===== src/design/gprp_map.vh =====
// Register map, field positions, reset values and timing for the pin port
`ifndef GPRP_MAP_VH
`define GPRP_MAP_VH

// ==========================================================================
// Register indices on the index/data port
`define GPRP_NET_CTRL_IDX     8'h00
`define GPRP_PIN_DIR_IDX      8'h1e
`define GPRP_PIN_LVL_IDX      8'h1f

// ==========================================================================
// Field positions
`define GPRP_SW_RESET_BIT     0
`define GPRP_PHY_PD_BIT       0
`define GPRP_CFG_LSB          1
`define GPRP_CFG_MSB          3
`define GPRP_FIX_LSB          4
`define GPRP_FIX_MSB          6
`define GPRP_PHY_BASIC_MODE_CONTROL_PD_BIT      11
`define GPRP_EE_PHY_EN_BIT    8

// ==========================================================================
// Reset values
`define GPRP_CFG_DIR_RST      3'h0
`define GPRP_FIX_DIR_VAL      3'h7
`define GPRP_FIX_LVL_RST      3'h0
`define GPRP_CFG_LVL_RST      3'h0
`define GPRP_PHY_PD_RST       1'h1
`define GPRP_DIR_BIT0_VAL     1'h1

// ==========================================================================
// Timing: clock period and documented times in ns
`define GPRP_CLK_PERIOD_NS    10
`define GPRP_READY_NS         5000
`define GPRP_SW_RESET_NS      10000
`define GPRP_POR_HOLD_NS      20000000

`endif


===== src/design/gprp_sync.v =====
// Three-flop input synchroniser with second/third agreement filter
`timescale 1ns/100ps
module gprp_sync #(
   parameter WIDTH = 3
) (
   // Clocking
   input wire             clk,
   input wire             rst_n,
   input wire             ce,
   // Data
   input wire [WIDTH-1:0] din,
   output reg [WIDTH-1:0] dout
);

   reg [WIDTH-1:0] stage1;
   reg [WIDTH-1:0] stage2;
   reg [WIDTH-1:0] stage3;
   integer i;

   // ========================================================================
   // Chain; only stage2 reads stage1, the filter looks at stages 2 and 3
   always @(posedge clk) begin
      if (!rst_n) begin
         stage1 <= {WIDTH{1'b0}};
         stage2 <= {WIDTH{1'b0}};
         stage3 <= {WIDTH{1'b0}};
         dout   <= {WIDTH{1'b0}};
      end else if (ce) begin
         stage1 <= din;
         stage2 <= stage1;
         stage3 <= stage2;
         // Accept a change only once two samples agree, rejecting glitches
         for (i = 0; i < WIDTH; i = i + 1) begin
            if (stage2[i] == stage3[i]) begin
               dout[i] <= stage3[i];
            end
         end
      end
   end

endmodule // gprp_sync


===== src/design/gprp_top.v =====
// General pin port with PHY power-down and reset sequencing
`timescale 1ns/100ps
`include "gprp_map.vh"
module gprp_top #(
   // Strap count; the default width is arbitrary
   parameter STRAP_W = 4
) (
   // Clock, reset, clock enable
   input wire               CLK_SYS,
   input wire               RSTN,
   input wire               CE,
   // Host index/data port (synchronous to CLK_SYS)
   input wire               HOST_CMD,
   input wire               HOST_WR,
   input wire               HOST_RD,
   input wire [7:0]         HOST_DIN,
   output reg  [7:0]        HOST_DOUT,
   output wire              HOST_DOE,
   // Bus mode and straps
   input wire               MODE_8BIT,
   input wire [STRAP_W-1:0] STRAP_IN,
   output reg [STRAP_W-1:0] STRAP_LATCHED,
   // Configurable pins, three signals each
   input wire [2:0]         GP_CFG_IN,
   output reg [2:0]         GP_CFG_OUT,
   output reg [2:0]         GP_CFG_OE,
   // Fixed-output pins
   output reg [2:0]         GP_FIXED_OUT,
   // PHY control
   input wire [15:0]        PHY_PHY_BASIC_MODE_CONTROL,
   output reg               PHY_POWER_DOWN,
   output reg               TXRX_ENABLE,
   // EEPROM auto-load hand-off
   input wire               EE_WAKE_VALID,
   input wire [15:0]        EE_WAKE_WORD,
   output reg               EE_LOAD_START,
   // Status
   output reg               DEV_READY,
   output reg               SW_RESET_ACTIVE
);

   // ========================================================================
   // Cycle counts derived from documented times
   // Least time rounds up
   localparam integer READY_CYC =
      (`GPRP_READY_NS + `GPRP_CLK_PERIOD_NS - 1) / `GPRP_CLK_PERIOD_NS;
   // Longest time rounds down
   localparam integer SWRST_CYC =
      `GPRP_SW_RESET_NS / `GPRP_CLK_PERIOD_NS;
   // Wide enough for the longer of the two counts
   localparam integer CNT_W = 11;

   // Sequencer states, one-hot
   localparam [3:0] ST_WAIT  = 4'h1;
   localparam [3:0] ST_LOAD  = 4'h2;
   localparam [3:0] ST_RUN   = 4'h4;
   localparam [3:0] ST_SWRST = 4'h8;
   // Any other code falls back to the wait state

   // ========================================================================
   // State
   // Registers behind the index/data port
   reg [7:0]       index;
   reg [2:0]       cfg_dir;
   reg [2:0]       cfg_lvl;
   reg [2:0]       fix_lvl;
   reg             phy_pd;
   reg             sw_rst_bit;
   reg             strap_done;
   // Sequencer
   reg [3:0]       state;
   reg [3:0]       next_state;
   reg [CNT_W-1:0] cnt;
   reg [CNT_W-1:0] next_cnt;
   reg             host_rd_q;
   wire [2:0]      pin_in;
   wire            data_wr;
   wire            phy_basic_mode_control_pd;
   wire            pd_any;
   reg  [7:0]      rd_val;

   // Data port write; the index port is written with HOST_CMD low
   assign data_wr = HOST_WR & HOST_CMD;
   assign phy_basic_mode_control_pd = PHY_PHY_BASIC_MODE_CONTROL[`GPRP_PHY_BASIC_MODE_CONTROL_PD_BIT];
   // Either power-down source is enough on its own
   assign pd_any  = phy_pd | phy_basic_mode_control_pd;
   // Read data drives the bus for one cycle after a read strobe
   assign HOST_DOE = host_rd_q;

   // ========================================================================
   // Input pins cross in through the filtered synchroniser
   // Costs four cycles before a read sees a new level
   gprp_sync #(
      .WIDTH (3)
   ) u_sync (
      .clk   (CLK_SYS),
      .rst_n (RSTN),
      .ce    (CE),
      .din   (GP_CFG_IN),
      .dout  (pin_in)
   );

   // ========================================================================
   // Strap capture on the first enabled edge after reset release
   // Taken once, so later strap pin changes are ignored
   always @(posedge CLK_SYS) begin
      if (!RSTN) begin
         strap_done    <= 1'b0;
         STRAP_LATCHED <= {STRAP_W{1'b0}};
      end else if (CE && !strap_done) begin
         strap_done    <= 1'b1;
         STRAP_LATCHED <= STRAP_IN;
      end
   end

   // ========================================================================
   // Reset sequencer: ready delay, EEPROM load, software reset window
   // The counter runs only in the wait and window states
   always @* begin
      next_state = state;
      next_cnt   = cnt;
      case (state)
         ST_WAIT: begin
            // Ready only after the full delay from release
            if (cnt == READY_CYC[CNT_W-1:0] - 1'b1) begin
               next_state = ST_LOAD;
               next_cnt   = {CNT_W{1'b0}};
            end else begin
               next_cnt = cnt + 1'b1;
            end
         end
         ST_LOAD: begin
            // Load engine answers with the wake-up word
            // No timeout: a loader that never answers stalls start-up
            if (EE_WAKE_VALID) begin
               next_state = ST_RUN;
            end
         end
         ST_RUN: begin
            // A one written to the control bit opens the window
            if (data_wr && index == `GPRP_NET_CTRL_IDX &&
                HOST_DIN[`GPRP_SW_RESET_BIT]) begin
               next_state = ST_SWRST;
               next_cnt   = {CNT_W{1'b0}};
            end
         end
         ST_SWRST: begin
            // Host clearing the bit ends the window early
            if (data_wr && index == `GPRP_NET_CTRL_IDX &&
                !HOST_DIN[`GPRP_SW_RESET_BIT]) begin
               next_state = ST_RUN;
            end else if (cnt == SWRST_CYC[CNT_W-1:0] - 1'b1) begin
               next_state = ST_RUN;
            end else begin
               next_cnt = cnt + 1'b1;
            end
         end
         default: begin
            next_state = ST_WAIT;
            next_cnt   = {CNT_W{1'b0}};
         end
      endcase
   end

   // State register; CE low holds both state and count
   // A hardware reset in mid-window restarts the ready delay
   always @(posedge CLK_SYS) begin
      if (!RSTN) begin
         state <= ST_WAIT;
         cnt   <= {CNT_W{1'b0}};
      end else if (CE) begin
         state <= next_state;
         cnt   <= next_cnt;
      end
   end

   // ========================================================================
   // Host index and register writes
   // Software reset restores pin registers; the power-down bit survives it
   always @(posedge CLK_SYS) begin
      if (!RSTN) begin
         index      <= 8'h00;
         cfg_dir    <= `GPRP_CFG_DIR_RST;
         cfg_lvl    <= `GPRP_CFG_LVL_RST;
         fix_lvl    <= `GPRP_FIX_LVL_RST;
         phy_pd     <= `GPRP_PHY_PD_RST;
         sw_rst_bit <= 1'b0;
      end else if (CE) begin
         // Index port write selects the register for the data port
         if (HOST_WR && !HOST_CMD) begin
            index <= HOST_DIN;
         end
         if (state == ST_SWRST && next_state == ST_RUN) begin
            // Self-clear at the end of the window
            sw_rst_bit <= 1'b0;
            cfg_dir    <= `GPRP_CFG_DIR_RST;
            cfg_lvl    <= `GPRP_CFG_LVL_RST;
            fix_lvl    <= `GPRP_FIX_LVL_RST;
         end else if (data_wr && index == `GPRP_NET_CTRL_IDX) begin
            // Stored in any state; only RUN turns it into a window
            sw_rst_bit <= HOST_DIN[`GPRP_SW_RESET_BIT];
         end
         // Read-only direction bits are dropped on write
         if (data_wr && index == `GPRP_PIN_DIR_IDX) begin
            cfg_dir <= HOST_DIN[`GPRP_CFG_MSB:`GPRP_CFG_LSB];
         end
         // A host write wins over the auto-load in the same cycle
         if (data_wr && index == `GPRP_PIN_LVL_IDX) begin
            fix_lvl <= HOST_DIN[`GPRP_FIX_MSB:`GPRP_FIX_LSB];
            cfg_lvl <= HOST_DIN[`GPRP_CFG_MSB:`GPRP_CFG_LSB];
            phy_pd  <= HOST_DIN[`GPRP_PHY_PD_BIT];
         end else if (state == ST_LOAD && EE_WAKE_VALID) begin
            // Word bit set means PHY enabled, so the bit is inverted
            phy_pd <= ~EE_WAKE_WORD[`GPRP_EE_PHY_EN_BIT];
         end
      end
   end

   // ========================================================================
   // Read multiplexer
   always @* begin
      rd_val = 8'h00;
      if (!HOST_CMD) begin
         // Index port reads back the selected index
         rd_val = index;
      end else begin
         case (index)
            `GPRP_NET_CTRL_IDX: begin
               rd_val = {7'h00, sw_rst_bit};
            end
            `GPRP_PIN_DIR_IDX: begin
               // Upper direction bits are constant ones
               rd_val = {1'b0, `GPRP_FIX_DIR_VAL, cfg_dir,
                         `GPRP_DIR_BIT0_VAL};
            end
            `GPRP_PIN_LVL_IDX: begin
               // Input pins show the received level per bit
               rd_val = {1'b0, fix_lvl,
                         (cfg_dir & cfg_lvl) | (~cfg_dir & pin_in),
                         phy_pd};
            end
            default: begin
               // Unmapped registers read as zero
               rd_val = 8'h00;
            end
         endcase
      end
   end

   // Read data register; DOUT holds the last read until the next one
   // Data is taken at the strobe edge, so DOE and DOUT rise together
   always @(posedge CLK_SYS) begin
      if (!RSTN) begin
         HOST_DOUT <= 8'h00;
         host_rd_q <= 1'b0;
      end else if (CE) begin
         host_rd_q <= HOST_RD;
         if (HOST_RD) begin
            HOST_DOUT <= rd_val;
         end
      end
   end

   // ========================================================================
   // Pin drivers; enables and fixed levels are forced to zero outside 8-bit bus mode
   // Registered, so a write reaches the pins one edge after it lands
   always @(posedge CLK_SYS) begin
      if (!RSTN) begin
         GP_CFG_OUT   <= 3'h0;
         GP_CFG_OE    <= 3'h0;
         GP_FIXED_OUT <= 3'h0;
      end else if (CE) begin
         // Configurable level runs in both modes; the enables and the fixed levels are gated
         GP_CFG_OUT   <= cfg_lvl;
         GP_CFG_OE    <= MODE_8BIT ? cfg_dir : 3'h0;
         GP_FIXED_OUT <= MODE_8BIT ? fix_lvl : 3'h0;
      end
   end

   // ========================================================================
   // PHY power-down and data path gating
   always @(posedge CLK_SYS) begin
      if (!RSTN) begin
         PHY_POWER_DOWN  <= 1'b1;
         TXRX_ENABLE     <= 1'b0;
         DEV_READY       <= 1'b0;
         EE_LOAD_START   <= 1'b0;
         SW_RESET_ACTIVE <= 1'b0;
      end else if (CE) begin
         // Either source powers down; neither overrides the other
         PHY_POWER_DOWN  <= pd_any;
         // Clocks keep running; only the data path is gated
         TXRX_ENABLE     <= ~pd_any & (state == ST_RUN);
         // Load start pulses one cycle before ready rises
         DEV_READY       <= (state != ST_WAIT);
         EE_LOAD_START   <= (state == ST_WAIT) &&
                            (next_state == ST_LOAD);
         // Window status lags the sequencer by one cycle
         SW_RESET_ACTIVE <= (state == ST_SWRST);
      end
   end

endmodule // gprp_top


===== config.mk =====
export PLATFORM = sky130hd
export DESIGN_NAME = gprp_top
export DESIGN_NICKNAME = d
export VERILOG_FILES = /design/src/design/gprp_sync.v /design/src/design/gprp_top.v
export VERILOG_INCLUDE_DIRS = /design/src /design/src/design
export SDC_FILE = /design/constraint.sdc
export NUM_CORES = 1
export LEC_CHECK = 0
export BUFFER_PORTS_ARGS = -buffer_cell sky130_fd_sc_hd__buf_4
export CAP_MARGIN = 20
export CELL_PAD_IN_SITES_DETAIL_PLACEMENT = 1
export CELL_PAD_IN_SITES_GLOBAL_PLACEMENT = 2
export CORE_AREA = 2 2 141 88
export CTS_BUF_LIST = sky130_fd_sc_hd__clkbuf_4 sky130_fd_sc_hd__clkbuf_8
export CTS_CLUSTER_SIZE = 24
export DETAILED_ROUTE_END_ITERATION = 10
export DIE_AREA = 0 0 143 90
export PLACE_DENSITY_LB_ADDON = 0.1
export SYNTH_ARGS = -nofsm -noshare
export SYNTH_HDL_FRONTEND = slang
export SYNTH_HIERARCHICAL = 1
export SYNTH_SLANG_ARGS = --single-unit

===== constraint.sdc =====
create_clock -name CLK_SYS -period 1.8 [get_ports CLK_SYS]
set_input_delay 0.09 -clock CLK_SYS [delete_from_list [all_inputs] [get_ports CLK_SYS]]
set_output_delay 0.09 -clock CLK_SYS [all_outputs]
set_load 0.01 [all_outputs]

# Word level (Yosys, flattened, before mapping)
# Cells that the tools add are included.
[word_totals]
regBits = 74
input_bits = 55
output_inout_bits = 27
word_cells = 105
[op_classes]
add_sub_neg = 1
n_eq_ne = 17
mux = 23
n_bitwise = 10
reduce_logical = 28
[ops]
columns = ["op", "count"]
rows = [
  ["two-way mux 11 bit", 4],
  ["case mux 11 bit (4 select lines)", 1],
  ["case mux 7 bit (3 select lines)", 1],
  ["two-way mux 4 bit", 5],
  ["two-way mux 3 bit", 6],
  ["AND reduction 2 bit", 9],
  ["== test 8 x 5 -> 1 bit (second input constant)", 2],
  ["case mux 4 bit (4 select lines)", 1],
  ["adder 11 x 1 -> 11 bit (second input constant)", 1],
  ["== test 11 x 10 -> 1 bit (second input constant)", 1],
  ["== test 11 x 9 -> 1 bit (second input constant)", 1],
  ["logical AND 1 bit", 10],
  ["== test 4 x 2 -> 1 bit (second input constant)", 2],
  ["== test 4 x 3 -> 1 bit (second input constant)", 2],
  ["zero test 8 bit", 1],
  ["two-way mux 8 bit", 1],
  ["nonzero test 2 bit", 4],
  ["bitwise AND 3 bit", 2],
  ["inequality test 2 bit (second input constant)", 3],
  ["AND reduction 5 bit", 1],
  ["== test 4 x 1 -> 1 bit (second input constant)", 1],
  ["== test 4 bit (second input constant)", 1],
  ["two-way mux 1 bit", 4],
  ["inequality test 4 x 1 -> 1 bit (second input constant)", 1],
  ["7 further kinds", 14],
]

# Longest topological paths before layout
# Gate-level depths: netlist (run 1).
[logic_depth]
depth_word = 9
depth_mapped = 8
ltp_nobuf = 6

# By module
# The synthesis (run 1) kept the hierarchy.
[modules_own_cells]
columns = ["module", "n_inst", "cells_each", "area_each_um2", "seq_area_each_um2"]
rows = [
  ["gprp_top", 1, 330, 2919.0, 1241.2],
  ["gprp_sync", 1, 49, 491.7, 240.2],
]

# Worst setup path after synthesis (run 1)
# OpenSTA, ideal clock, no wires.
[synth_path]
path_kind = "flip-flop to flip-flop"
startpoint = "reg cnt[0]"
endpoint = "reg cnt[10]"
setup_ns = 0.070
t_arrival_ns = 1.851
required_ns = 1.730
setup_slack_ns = -0.121
path_stages_with_launch = 7
path_buffers = 0
period_less_slack_ns = 1.921
path_cell_list = "dfxtp_1 ha_1 and4_1 nand2_1 or4_1 or4_1 a21oi_1"
[synth_via]
elab_chain_cells = 4
elab_cells_between_ends = 9
classes_between = "add/sub (1); eq/ne (3); mux (4); reduce/logical (1)"
[synth_lines]
columns = ["element", "line", "source"]
rows = [
  ["from (decl)", "gprp_top.v:73", "reg [CNT_W-1:0] cnt;"],
  ["from (signal assigned)", "gprp_top.v:170", "cnt <= {CNT_W{1'b0}};"],
  ["from (signal assigned)", "gprp_top.v:173", "cnt <= next_cnt;"],
  ["adder 11 x 1 -> 11 bit", "gprp_top.v:129, gprp_top.v:155", ""],
  ["two-way mux 11 bit", "gprp_top.v:152", "end else if (cnt == SWRST_CYC[CNT_W-1:0] - 1'b1) begin"],
  ["two-way mux 11 bit", "gprp_top.v:149", "if (data_wr && index == `GPRP_NET_CTRL_IDX &&"],
  ["case mux 11 bit (4 select lines)", "gprp_top.v:122", "case (state)"],
]
# Parallel ways exist; a longest one is shown, timed or not. The select of a mux whose other input is x is not followed.
# A chain may end at the register's enable or synchronous reset.

# Final worst setup path (run 1)
[layout_path]
startpoint = "reg cnt[0]"
endpoint = "reg cnt[4]"
# The elaborated chain is that of the path after synthesis.

==> results of run 1 <==
## metrics by stage
stage	cells	utilization, %	hold slack (ns)	power (mW)
final	665	42.0	0.0203	3.63
after global routing	665	42.0	0.00639	3.79
after CTS	664	41.0	0.00317	3.66
after detailed placement	630	36.8	0.326	2.12
after global placement	630	36.8	0.321	2.11
after floorplan	379	-	0.216	1.94
## routing by layer
metal  up-vias  share of wire, %  GRT usage (%)
met3         5               4.3           4.37
met1      1555                54           27.9
met4         0              0.66           4.21
met2        50                41           24.3
li1       1617                 -              -
met5         -                 0              0
## power groups by stage
stage                     Sequential [mW]  Combinational (mW)  Clock [mW]
after CTS                            1.71               0.420        1.53
after global placement               1.74               0.367           0
after floorplan                      1.74               0.191           0
final                                1.71               0.441        1.49
after detailed placement             1.74               0.372           0
after global routing                 1.71               0.482        1.60
## flip-flops by register name, summed over array words and instances, names as in the netlist, 4 cells and up
register and count:
HOST_DOUT 8, STRAP_LATCHED 4, cnt 11, index 8
state 4
## how the worst min path moves through the flow
stage / from / end / slack, ns / cells after the start
2_1_floorplan: HOST_DIN[1] / cfg_dir[0] / 0.22 / 1
3_3_place_gp: HOST_DIN[4] / fix_lvl[0] / 0.32 / 2
3_5_place_dp: HOST_DIN[4] / fix_lvl[0] / 0.33 / 2
4_1_cts: RSTN / PHY_POWER_DOWN / 0.003 / 2
5_1_grt: RSTN / PHY_POWER_DOWN / 0.006 / 2
6_report: RSTN / PHY_POWER_DOWN / 0.02 / 2
## worst max-delay path: stages, from the launching register on
cell and delay, ns:
sky130_fd_sc_hd__dfxtp_2 0.34, sky130_fd_sc_hd__ha_4 0.15, sky130_fd_sc_hd__and4_1 0.15, sky130_fd_sc_hd__nand4_1 0.17, sky130_fd_sc_hd__o22ai_4 0.13, sky130_fd_sc_hd__buf_6 0.14
sky130_fd_sc_hd__buf_8 0.13, sky130_fd_sc_hd__or4_4 0.49, sky130_fd_sc_hd__a21oi_2 0.13
## kinds of logic (layout without fill, tap and decap cells)
logic type | Yosys count | in the layout | share of synthesized area [%]
multiplexers | 20 | 20 | 5.87
buffers and inverters | 36 | 156 | 6.13
XOR/XNOR | 1 | 1 | 0.257
flip-flops | 74 | 74 | 43.4
AO/OA/AOI/OAI | 97 | 98 | 18.7
AND/OR/NAND/NOR | 150 | 150 | 25.2
adder cells (fa/ha/maj) | 1 | 1 | 0.367
## cells in the mapped netlist, types with 4 or more instances
cell type / number / share of area, %
sky130_fd_sc_hd__nand2_1: 37 / 4.1
sky130_fd_sc_hd__inv_1: 12 / 1.3
sky130_fd_sc_hd__buf_6: 8 / 2.6
sky130_fd_sc_hd__nand3_1: 10 / 1.5
sky130_fd_sc_hd__o31ai_1: 9 / 2.0
sky130_fd_sc_hd__nor3_1: 4 / 0.59
sky130_fd_sc_hd__nand4_1: 6 / 1.1
sky130_fd_sc_hd__clkbuf_1: 7 / 0.77
sky130_fd_sc_hd__o21ai_0: 18 / 2.6
sky130_fd_sc_hd__nand3b_1: 4 / 0.88
sky130_fd_sc_hd__nand2b_1: 4 / 0.73
sky130_fd_sc_hd__a22o_1: 6 / 1.5
sky130_fd_sc_hd__or4_1: 11 / 2.4
sky130_fd_sc_hd__or3_1: 5 / 0.92
sky130_fd_sc_hd__mux2i_1: 20 / 5.9
sky130_fd_sc_hd__nor2b_1: 8 / 1.5
sky130_fd_sc_hd__a21oi_1: 37 / 5.4
sky130_fd_sc_hd__and2_1: 4 / 0.73
sky130_fd_sc_hd__nor4b_1: 5 / 1.3
sky130_fd_sc_hd__dfxtp_1: 74 / 43
sky130_fd_sc_hd__nor2_1: 35 / 3.9
## cell usage in the layout (no fill, tap or decap), drive strengths merged, types with 5 or more instances in the layout
cell type | synthesis | routed
a22o | 6 | 6
nand4 | 6 | 6
nand2 | 38 | 38
or3 | 5 | 5
o21ai | 20 | 20
mux2i | 20 | 20
or4 | 11 | 11
nand3 | 10 | 10
inv | 14 | 15
dfxtp | 74 | 74
buf | 14 | 112
o31ai | 9 | 9
clkbuf | 8 | 10
or4b | 5 | 5
nor2 | 35 | 35
dlygate4sd3 | 0 | 14
nor4b | 8 | 8
a21oi | 38 | 38
nor2b | 8 | 8
## final cells by class
cell class              instances  area, µm²
fillers                      1362       6770
multi-input cells             270       1910
flip-flops and latches         74       1500
repair buffers                126       1020
well taps                     165        206
clock buffers                  10        131
clock inverters                 6       90.1
inverters                      14       52.6
## what timing repair did
item	in CTS	in global routing
endpoints found under the hold margin	22	0
setup endpoints to repair	21	25
pin swaps	11	9
hold buffers	14	0
resized for setup	25	28
gates cloned	1	0
buffers inserted	5	2
==> results by stage, run 1 <==
Run status:
- The run finished, with violations left.
- The checks that failed: negative setup slack.

Power and ir drop:
- VDD sags by at most 0.362 mV.
- The clock network burns about two fifths of the power.
- The portion of total power attributed to sequential cells is 47.0%.
- The switching power share of the total is 25.8%.
- Summed over all nets, the switching power comes to approximately 940 µW.
- The total leakage power is around 1.9 nW.
- The total power divided by cell area is between 700 and 800 mW/mm².
- In this run, the combinational gates consume between 10% and 20% of the power.
- The total internal power is approximately 2.7 mW.

Worst setup path:
- The arrival time at the worst endpoint is approximately 2.2 ns.
- The type of element launching the critical path is a flip-flop.
- The worst setup path is captured at a flip-flop.
- The reg-to-reg critical path endpoint is cnt[4].
- The capture point of the worst path is cnt[4].
- The minimum setup slack among reg-to-reg paths is -0.09 ns.
- The worst register-to-register path has a depth of 8.
- The type of the worst setup path is flip-flop to flip-flop.
- The beginning of the worst register-to-register path is cnt[0].
- In this run the worst path has a maximum fanout of 10.
- The critical path starts at cnt[0].
- At the worst endpoint, the required time is approximately 2.1 ns.

Detailed routing:
- The DRC violations left is 0.
- Summing over every cut layer, the via total after detailed routing is between 3000 and 4000.
- The number of optimization iterations in the first detailed-route pass is 4.
- For this block, the routed nets add up to between 10 and 15 mm of wire.
- In this run the remaining antenna-violating nets after routing total 0.
- The ratio of routed vias to standard cells is ~4.9.
- In this run, the number of DRC markers left after iteration 0 of detailed routing was 130.
- After detailed routing, the average wire length per cell comes to 16.7 µm.

Global routing:
- The global-route wire length before repair is around 18 mm.
- The total overflow left after global routing is 0.
- The via count of the first global-routing pass is about 3300.
- The pin count of the biggest net entering global routing is 27.
- The initial antenna violation count was 0.
- Global routing used between 10% and 20% of the available tracks.

Timing:
- The total setup violations reported at the end of the flow is 20.
- Between clock sinks in the finished design, the worst skew comes to between 0.007 and 0.008 ns.
- Headroom to the max-slew limit came out at roughly 55%.
- The worst-margin pin slew is approximately 0.67 ns.
- The total negative slack for setup checks is -0.695 ns.
- The post-route fraction of the period consumed by the critical path is 105%.
- Setup repair after global routing could not meet its margin everywhere.
- The worst setup margin is -0.0896 ns.
- The count of final hold-check violations is 0.
- The count of pins over their slew limit came to 0.
- Counting I/O delays and the setup requirement, the final critical path takes 1.89 ns.
- Static timing analysis puts the maximum clock frequency at around 0.53 GHz.

Die:
- Once the floorplan was initialized, standard cells occupied between 20% and 30% of the core.
- The die is approximately 90 µm tall.
- The die is roughly 140 µm wide.
- The number of placement rows is 31.
- The floorplan step defined a core boundary enclosing 0.0117 mm².
- The number of placed I/O pins is 82.
- The floorplan step defined a die boundary enclosing 0.0129 mm².

Clock network:
- The clock latency reported for the late side of the worst-skew pair is between 0.3 and 0.4 ns.
- The number of CTS-inserted buffers is 9.
- The root buffer cell is sky130_fd_sc_hd__clkbuf_8.
- The register clock-pin slew on the reported worst setup and hold paths is about 0.080 ns.
- The H-tree generated during clock tree synthesis spans 3 levels.
- No sink is reached through more buffers than the 2 on the longest clock path.
- The TritonCTS sink count is 74.
- The CTS tree is built.

Synthesis:
- The number of distinct library cells after synthesis is 55.
- After synthesis the cells add up to 0.00341 mm².
- The register area share after synthesis is 43.4%.
- Synthesis inferred 74 register bits.
- The post-synthesis average cell area is 9.00 µm².
- The number of enable flip-flop cells after synthesis is 0.
- In the synthesized netlist the dominant register cell turns out to be sky130_fd_sc_hd__dfxtp_1.
- The fraction of synthesis flops using an asynchronous set or reset pin is 0%.
- Synthesis produced about 380 cells.
- The post-synthesis net count is 435.
- During synthesis, Yosys emitted a total of 6 warnings.

Placed design:
- Summing all placed instances gives a cell area of between 0.004 and 0.005 mm².
- The worst-case setup slack after placement is -0.138 ns.
- After legalization and detailed placement, the total HPWL measured 8.00 mm.
- The placer's final routability congestion estimate is between 0.8 and 0.9.
- The port buffer count is 51.

Run:
- The number of maximum-capacitance violations is 0.

Final layout:
- After the last flow step, the layout net total stands at 551.
- The number of antenna diodes in the final layout is 0.
- The finished cells cover between 0.004 and 0.005 mm².
- The proportion of layout cells with a drive suffix above 1 is about 36%.
- The layout overhead on the synthesized area is 43.9%.

Min path:
- The tightest min-delay check is of the input port to flip-flop type.
No activity file was read; power rests on OpenSTA's default activity.
==> run 2, diff against run 1 <==
--- a/config.mk
+++ b/config.mk
@@ -10,11 +10,11 @@
 export CAP_MARGIN = 20
 export CELL_PAD_IN_SITES_DETAIL_PLACEMENT = 1
 export CELL_PAD_IN_SITES_GLOBAL_PLACEMENT = 2
-export CORE_AREA = 2 2 141 88
+export CORE_AREA = 5 5 144 91
 export CTS_BUF_LIST = sky130_fd_sc_hd__clkbuf_4 sky130_fd_sc_hd__clkbuf_8
 export CTS_CLUSTER_SIZE = 24
 export DETAILED_ROUTE_END_ITERATION = 10
-export DIE_AREA = 0 0 143 90
+export DIE_AREA = 0 0 149 96
 export PLACE_DENSITY_LB_ADDON = 0.1
 export SYNTH_ARGS = -nofsm -noshare
 export SYNTH_HDL_FRONTEND = slang
==> results by stage, run 2 (synthesized netlist as in run 1, its figures left out) <==
Detailed routing:
- The number of optimization iterations in the first detailed-route pass is 4.
- After detailed routing, the average wire length per cell comes to between 15 and 20 µm.
- For this run, design rule violations remaining after detail routing come to 0.
- The violation count after the first detailed-route iteration is 161.
- The detailed-route wire length is 11.4 mm.
- The number of nets with antenna violations after detailed routing is 0.
- Dividing the detail-routed via count by the number of cells gives 4.93.
- The via count is about 3300.

Final layout:
- In the layout the commonest cells are sky130_fd_sc_hd__buf_4, sky130_fd_sc_hd__dfxtp_1, sky130_fd_sc_hd__nand2_1.
- The register with the most flip-flops in the layout has 11 of them.
- The post-layout net count is 559.
- The total area of multi-input combinational cells is between 0.0015 and 0.002 mm².
- In the final layout, the registers with the most flip-flops are cnt x11, HOST_DOUT x8, index x8.
- The register with the most flip-flops is cnt.
- The filler cells instantiated in the layout total roughly 1400.
- The layout overhead on the synthesized area is 48.7%.
- The sequential cells in the finished layout cover a total of about 0.0015 mm².
- Cells with a size suffix above 1 make up around 40% of the layout.
- The leading cell type in the layout, fill and taps excluded is sky130_fd_sc_hd__buf_4.
- The number of antenna diodes in the final layout is 0.
- After routing the design area is around 0.005 mm².

Timing:
- The worst clock skew on the final layout is roughly 0.012 ns.
- Across all setup checks in the final design, the least slack found is -0.108 ns.
- The worst slew slack as a fraction of its limit is about 67%.
- The smallest clock period supported by the final layout is computed as 1.91 ns.
- The count of final hold-check violations is 0.
- The count of pins over their slew limit is 0.
- Hold timing on the final database bottoms out at a slack of 0.0486 ns.
- Timing would allow up to 0.524 GHz.
- The post-route fraction of the period consumed by the critical path is 106%.
- Setup violations remaining at the end of the flow were counted as 17.
- The total negative slack for setup checks is -1.10 ns.
- Setup repair after global routing could not meet its margin everywhere.
- For the pin with the worst max-slew slack, the measured transition is 0.484 ns.

Power and ir drop:
- The part of the power in the clock network is around 43%.
- Combinational logic burns a little under an eighth of the power.
- The total internal power is 2.83 mW.
- The portion of total power attributed to sequential cells is between 40 and 50%.
- The total leakage power is 1.96 nW.
- The total power consumption of the routed design is around 3.8 mW.
- The net switching power of the design is 963 µW.
- The total power divided by cell area is 748 mW/mm².
- In this run switching power makes up 25.4% of total power.
- VDD sags by at most 0.368 mV.

Global routing:
- The initial antenna violation count is 0.
- The total routing usage reported by global routing is between 10% and 20%.
- The via count of the first global-routing pass came to around 3400.
- Entering global routing, the biggest net connects 26 pins.
- The global-route wire length before repair is approximately 18 mm.
- The total overflow left after global routing is 0.

Run:
- The number of maximum-capacitance violations is 0.

Run status:
- The checks that failed: negative setup slack.
- The flow ran to the end, but the final reports show violations.

Worst setup path:
- For the worst flop-to-flop path, the logic depth is 6.
- In this run the critical register-to-register path is launched from cnt[1].
- Data on the critical path is required at its endpoint by 2.10 ns.
- The type of destination of the critical path is a flip-flop.
- For flop-to-flop paths, the worst setup slack is -0.11 ns.
- The type of element launching the critical path is a flip-flop.
- The setup path with the least slack is of type flip-flop to flip-flop.
- Of all nets on the critical path, the largest fanout is 2.
- Data on the critical path arrives at its endpoint at around 2.2 ns.
- In this run the critical register-to-register path is captured at cnt[10].

Clock network:
- The clock latency reported for the late side of the worst-skew pair is between 0.3 and 0.4 ns.
- The H-tree was split into 3 levels.
- After clock tree synthesis, the clock-pin slew on the worst setup and hold paths is around 0.090 ns.
- The largest buffer count on any clock path is 2.
- The TritonCTS sink count is 74.
- The number of CTS-inserted buffers is 9.
- CTS placed an instance of sky130_fd_sc_hd__clkbuf_8 at the clock tree root.
- The CTS tree is built.

Die:
- The die is between 100 and 150 µm wide.
- The core region is approximately 0.012 mm².
- Pin placement for this block handled between 80 and 90 I/O pins.
- The number of placement rows is 31.
- The die area is 0.0143 mm².
- The die boundary height is 96 µm.
- The initial utilization of the core area, before any placement, comes to between 20% and 30%.

Placed design:
- The congestion estimate from routability-driven global placement came to 0.828.
- Buffers placed on the I/O ports in this run total between 50 and 60.
- After legalization and detailed placement, the total HPWL measured roughly 8.3 mm.
- The standard cell area after detailed placement is about 0.0043 mm².

Min path:
- The path with the worst hold slack has its endpoint at DEV_READY.
- The tightest min-delay check is of the input port to flip-flop type.
- The worst hold path was traced through 2 stages.
- The startpoint of the tightest hold check path is CE.
[run 2: cell types whose count changed in the layout (fill, tap and decap cells not counted), moves of 3 or more]
cell                      change
sky130_fd_sc_hd__or4_4        +3
sky130_fd_sc_hd__buf_4        +6
sky130_fd_sc_hd__or4_1        -3
sky130_fd_sc_hd__dfxtp_1      -3
sky130_fd_sc_hd__a21oi_2      +4
sky130_fd_sc_hd__a21oi_1      -5
[run 2: worst max-delay path by stage]
stage	end	slack [ns]	cells past startpoint	from
floorplan	cnt[10]	-0.006	6	cnt[1]
global placement	cnt[0]	-0.14	5	state[0]
detailed placement	cnt[0]	-0.17	5	state[1]
CTS	cnt[10]	-0.12	6	cnt[1]
global route	cnt[10]	-0.18	6	cnt[1]
finish	cnt[10]	-0.11	6	cnt[1]
[run 2: area by class of cell]
| type | count | area share (%) |
|---|---|---|
| repair buffers | 134 | 21.5 |
| multi-input cells | 270 | 38.8 |
| well taps | 165 | 4.07 |
| clock buffers | 9 | 2.44 |
| flip-flops and latches | 74 | 29.7 |
| inverters | 14 | 1.04 |
| clock inverters | 7 | 2.44 |
[run 2: worst max-delay path, stage by stage, from the launching register on]
cell	delay [ns]
sky130_fd_sc_hd__dfxtp_2	0.36
sky130_fd_sc_hd__ha_4	0.13
sky130_fd_sc_hd__and4_4	0.21
sky130_fd_sc_hd__nand2_2	0.06
sky130_fd_sc_hd__or4_4	0.54
sky130_fd_sc_hd__or4_4	0.43
sky130_fd_sc_hd__a21oi_2	0.13
[run 2: per-stage QoR]
stage	utilization, %	instances	worst slack (ns)
after detailed placement	36.9	633	-0.174
after global routing	43.3	673	-0.183
after global placement	36.9	633	-0.135
after CTS	41.8	671	-0.119
after floorplan	-	379	-0.00552
final	43.3	673	-0.108
[run 2: what timing repair did]
| action | in CTS | in global routing |
|---|---|---|
| pin swaps | 16 | 6 |
| gates cloned | 1 | 0 |
| setup buffers | 6 | 2 |
| endpoints found under the setup margin | 24 | 27 |
| resized for setup | 31 | 36 |
| endpoints found under the hold margin | 26 | 0 |
| hold buffers | 16 | 0 |
[run 2: power by group through the flow]
stage | sequential (mW) | combinational (mW) | clock, mW
floorplan | 1.74 | 0.191 | 0
global placement | 1.74 | 0.381 | 0
detailed placement | 1.75 | 0.385 | 0
CTS | 1.71 | 0.443 | 1.69
global route | 1.71 | 0.496 | 1.76
finish | 1.71 | 0.455 | 1.63
[run 2: per-layer routing]
metal  vias to the layer above  global-route usage (%)  wire [µm]
li1                       1629                       -          -
met1                      1611                    24.5       6080
met2                        67                    22.8       4670
met3                         9                    4.80        596
met4                         0                    3.66         99
met5                         -                       0          0
==> run 3, diff against run 2 <==
--- a/config.mk
+++ b/config.mk
@@ -10,11 +10,11 @@
 export CAP_MARGIN = 20
 export CELL_PAD_IN_SITES_DETAIL_PLACEMENT = 1
 export CELL_PAD_IN_SITES_GLOBAL_PLACEMENT = 2
-export CORE_AREA = 5 5 144 91
+export CORE_AREA = 5 5 94 139
 export CTS_BUF_LIST = sky130_fd_sc_hd__clkbuf_4 sky130_fd_sc_hd__clkbuf_8
 export CTS_CLUSTER_SIZE = 24
 export DETAILED_ROUTE_END_ITERATION = 10
-export DIE_AREA = 0 0 149 96
+export DIE_AREA = 0 0 99 144
 export PLACE_DENSITY_LB_ADDON = 0.1
 export SYNTH_ARGS = -nofsm -noshare
 export SYNTH_HDL_FRONTEND = slang
==> results by stage, run 3 (synthesized netlist as in run 1, its figures left out) <==
Run status:
- The run finished, with violations left.
- The final reports fail on negative setup slack.

Final layout:
- From synthesis to final layout, the design area changed by 41.7%.
- The post-layout net count is about 550.
- The register with the most flip-flops in the layout has 11 of them.
- The top cell types in the final layout, fill and taps aside, are sky130_fd_sc_hd__buf_4, sky130_fd_sc_hd__dfxtp_1, sky130_fd_sc_hd__nand2_1.
- The proportion of layout cells with a drive suffix above 1 is around 36%.
- The number of inserted diodes is 0.
- The sequential cells in the finished layout cover a total of 0.00150 mm².
- The number of fillers in the final layout is ~1400.
- The largest registers in the layout are cnt x11, HOST_DOUT x8, index x8.
- The leading cell type in the layout, fill and taps excluded is sky130_fd_sc_hd__buf_4.
- Summing all multi-input logic gate instances after layout gives between 0.0015 and 0.002 mm².
- Once layout is complete, the cells apart from fillers number between 600 and 700.
- Counting flops per register, the top entry is cnt.

Detailed routing:
- Summed over all layers, the routed wires come to 10.9 mm.
- The number of optimization iterations in the first detailed-route pass is 4.
- The ratio of routed vias to standard cells is 5.08.
- The number of nets with antenna violations after detailed routing is 0.
- After detailed routing, the number of remaining DRC violations is 0.
- In this run, the number of DRC markers left after iteration 0 of detailed routing was around 110.
- The via count is 3302.
- The wire length per cell after detailed routing is around 17 µm.

Global routing:
- The global-route wire length before repair is around 18 mm.
- The initial antenna violation count is 0.
- Entering global routing, the biggest net connects 24 pins.
- The via count of the first global-routing pass came to around 3400.
- The total routing usage reported by global routing is between 10% and 20%.
- For this run the aggregate overflow at the end of global routing stands at 0.

Clock network:
- The tree is rooted in a sky130_fd_sc_hd__clkbuf_8.
- The CTS tree is built.
- The register clock-pin slew on the reported worst setup and hold paths is approximately 0.080 ns.
- The clock latency reported for the late side of the worst-skew pair is 0.36 ns.
- The number of CTS-inserted buffers is 9.
- The largest buffer count on any clock path is 2.
- The TritonCTS sink count is 74.
- The CTS H-tree depth is 3.

Timing:
- For the pin with the worst max-slew slack, the measured transition is 0.576 ns.
- Static timing analysis puts the maximum clock frequency at between 0.5 and 0.6 GHz.
- After layout, the worst path uses 104% of the clock period.
- Setup violations remaining at the end of the flow were counted as 15.
- Setup repair after global routing could not meet its margin everywhere.
- The worst clock skew on the final layout is ~0.0085 ns.
- The worst setup margin is -0.0769 ns.
- The count of final hold-check violations is 0.
- The minimum clock period is about 1.9 ns.
- The count of pins over their slew limit is 0.
- The worst slew slack as a fraction of its limit is between 60% and 70%.
- The total negative slack for setup checks is -0.591 ns.

Placed design:
- Routability-driven placement finished with a final weighted congestion of slightly above 0.8.
- The half-perimeter wire length after detailed placement is 7.94 mm.
- The port buffer count is 51.
- Counting tap cells, the placed design contains a total of roughly 600 instances.

Power and ir drop:
- The net switching power of the design is 917 µW.
- The total power divided by cell area is about 740 mW/mm².
- Sequential cells burn about 48% of the power.
- The total leakage power is about 1.9 nW.
- In this run, the combinational gates consume ~12% of the power.
- The worst-case IR drop observed on VDD is roughly 0.42 mV.
- The total power consumption of the routed design is 3.60 mW.
- The switching power share of the total is about a quarter.
- In this run, the clock network consumes 41.0% of the power.
- The internal power of the cells totals between 2 and 3 mW.

Worst setup path:
- The type of element launching the critical path is a flip-flop.
- The critical path is of the flip-flop to flip-flop type.
- The maximum fanout count along the critical path is 2.
- The arrival time at the worst endpoint is between 2 and 2.5 ns.
- STA classifies the critical path endpoint as a flip-flop.
- At the worst endpoint, the required time is ~2.1 ns.

Die:
- The width of the chip is 99 µm.
- The area of the core region is around 0.012 mm².
- Once the floorplan was initialized, standard cells occupied a little under 30% of the core.
- The die boundary height is between 100 and 150 µm.
- Pin placement for this block handled a little over 80 I/O pins.
- The number of placement rows is just under 50.
- The die covers between 0.01 and 0.015 mm².

Min path:
- The tightest min-delay check is of the input port to flip-flop type.

Run:
- Max-cap violations in this run came to 0.
[run 3: what timing repair did]
item | CTS | global route
hold buffers | 15 | 0
pin swaps | 2 | 15
endpoints found under the setup margin | 18 | 27
buffers inserted | 4 | 6
hold endpoints to repair | 25 | 0
cloned | 1 | 0
gates resized for setup | 25 | 23
[run 3: path summary, 6_finish.rpt]
path	start	end	slack [ns]	depth (start not counted)
setup reg to reg	cnt[1]	cnt[10]	-0.08	6
hold reg to reg	HOST_DOUT[7]	HOST_DOUT[7]	0.46	2
setup / recovery	cnt[1]	cnt[10]	-0.08	6
hold / removal	HOST_DIN[0]	index[0]	0.03	3
[run 3: layer usage]
metal	vias to the layer above	GRT usage, %	wire, µm
met3	19	3.96	389
met5	-	0	0
met1	1624	16.7	4190
li1	1604	-	-
met4	0	5.32	208
met2	55	30.0	6110
[run 3: through the flow]
step	utilization, %	hold WS [ns]	setup WS, ns	area (µm²)
after global routing	40.9	0.0357	-0.188	4830
after floorplan	-	0.216	-0.00552	3430
after CTS	40.2	0.00714	-0.0996	4760
after global placement	35.8	0.325	-0.195	4230
final	40.9	0.0326	-0.0769	4830
after detailed placement	35.8	0.331	-0.232	4230
[run 3: cell type report]
| cell class | count | share of cell area [%] |
|---|---|---|
| clock inverter | 6 | 1.84 |
| sequential | 74 | 30.9 |
| inverter | 14 | 1.09 |
| tap | 153 | 3.96 |
| multi-input combinational | 269 | 38.9 |
| timing repair buffer | 124 | 20.5 |
| clock buffer | 10 | 2.72 |
[run 3: worst max-delay path, stage by stage (launching register included)]
cell	delay (ns)
sky130_fd_sc_hd__dfxtp_2	0.36
sky130_fd_sc_hd__ha_4	0.14
sky130_fd_sc_hd__and4_4	0.21
sky130_fd_sc_hd__nand2_1	0.05
sky130_fd_sc_hd__or4_4	0.53
sky130_fd_sc_hd__or4_1	0.40
sky130_fd_sc_hd__a21oi_1	0.13
[run 3: power by group through the flow]
stage / Clock [mW] / Sequential (mW) / Combinational [mW]
after CTS: 1.54 / 1.71 / 0.409
after detailed placement: 0 / 1.74 / 0.369
after global placement: 0 / 1.74 / 0.365
after global routing: 1.63 / 1.71 / 0.455
after floorplan: 0 / 1.74 / 0.191
final: 1.48 / 1.71 / 0.413
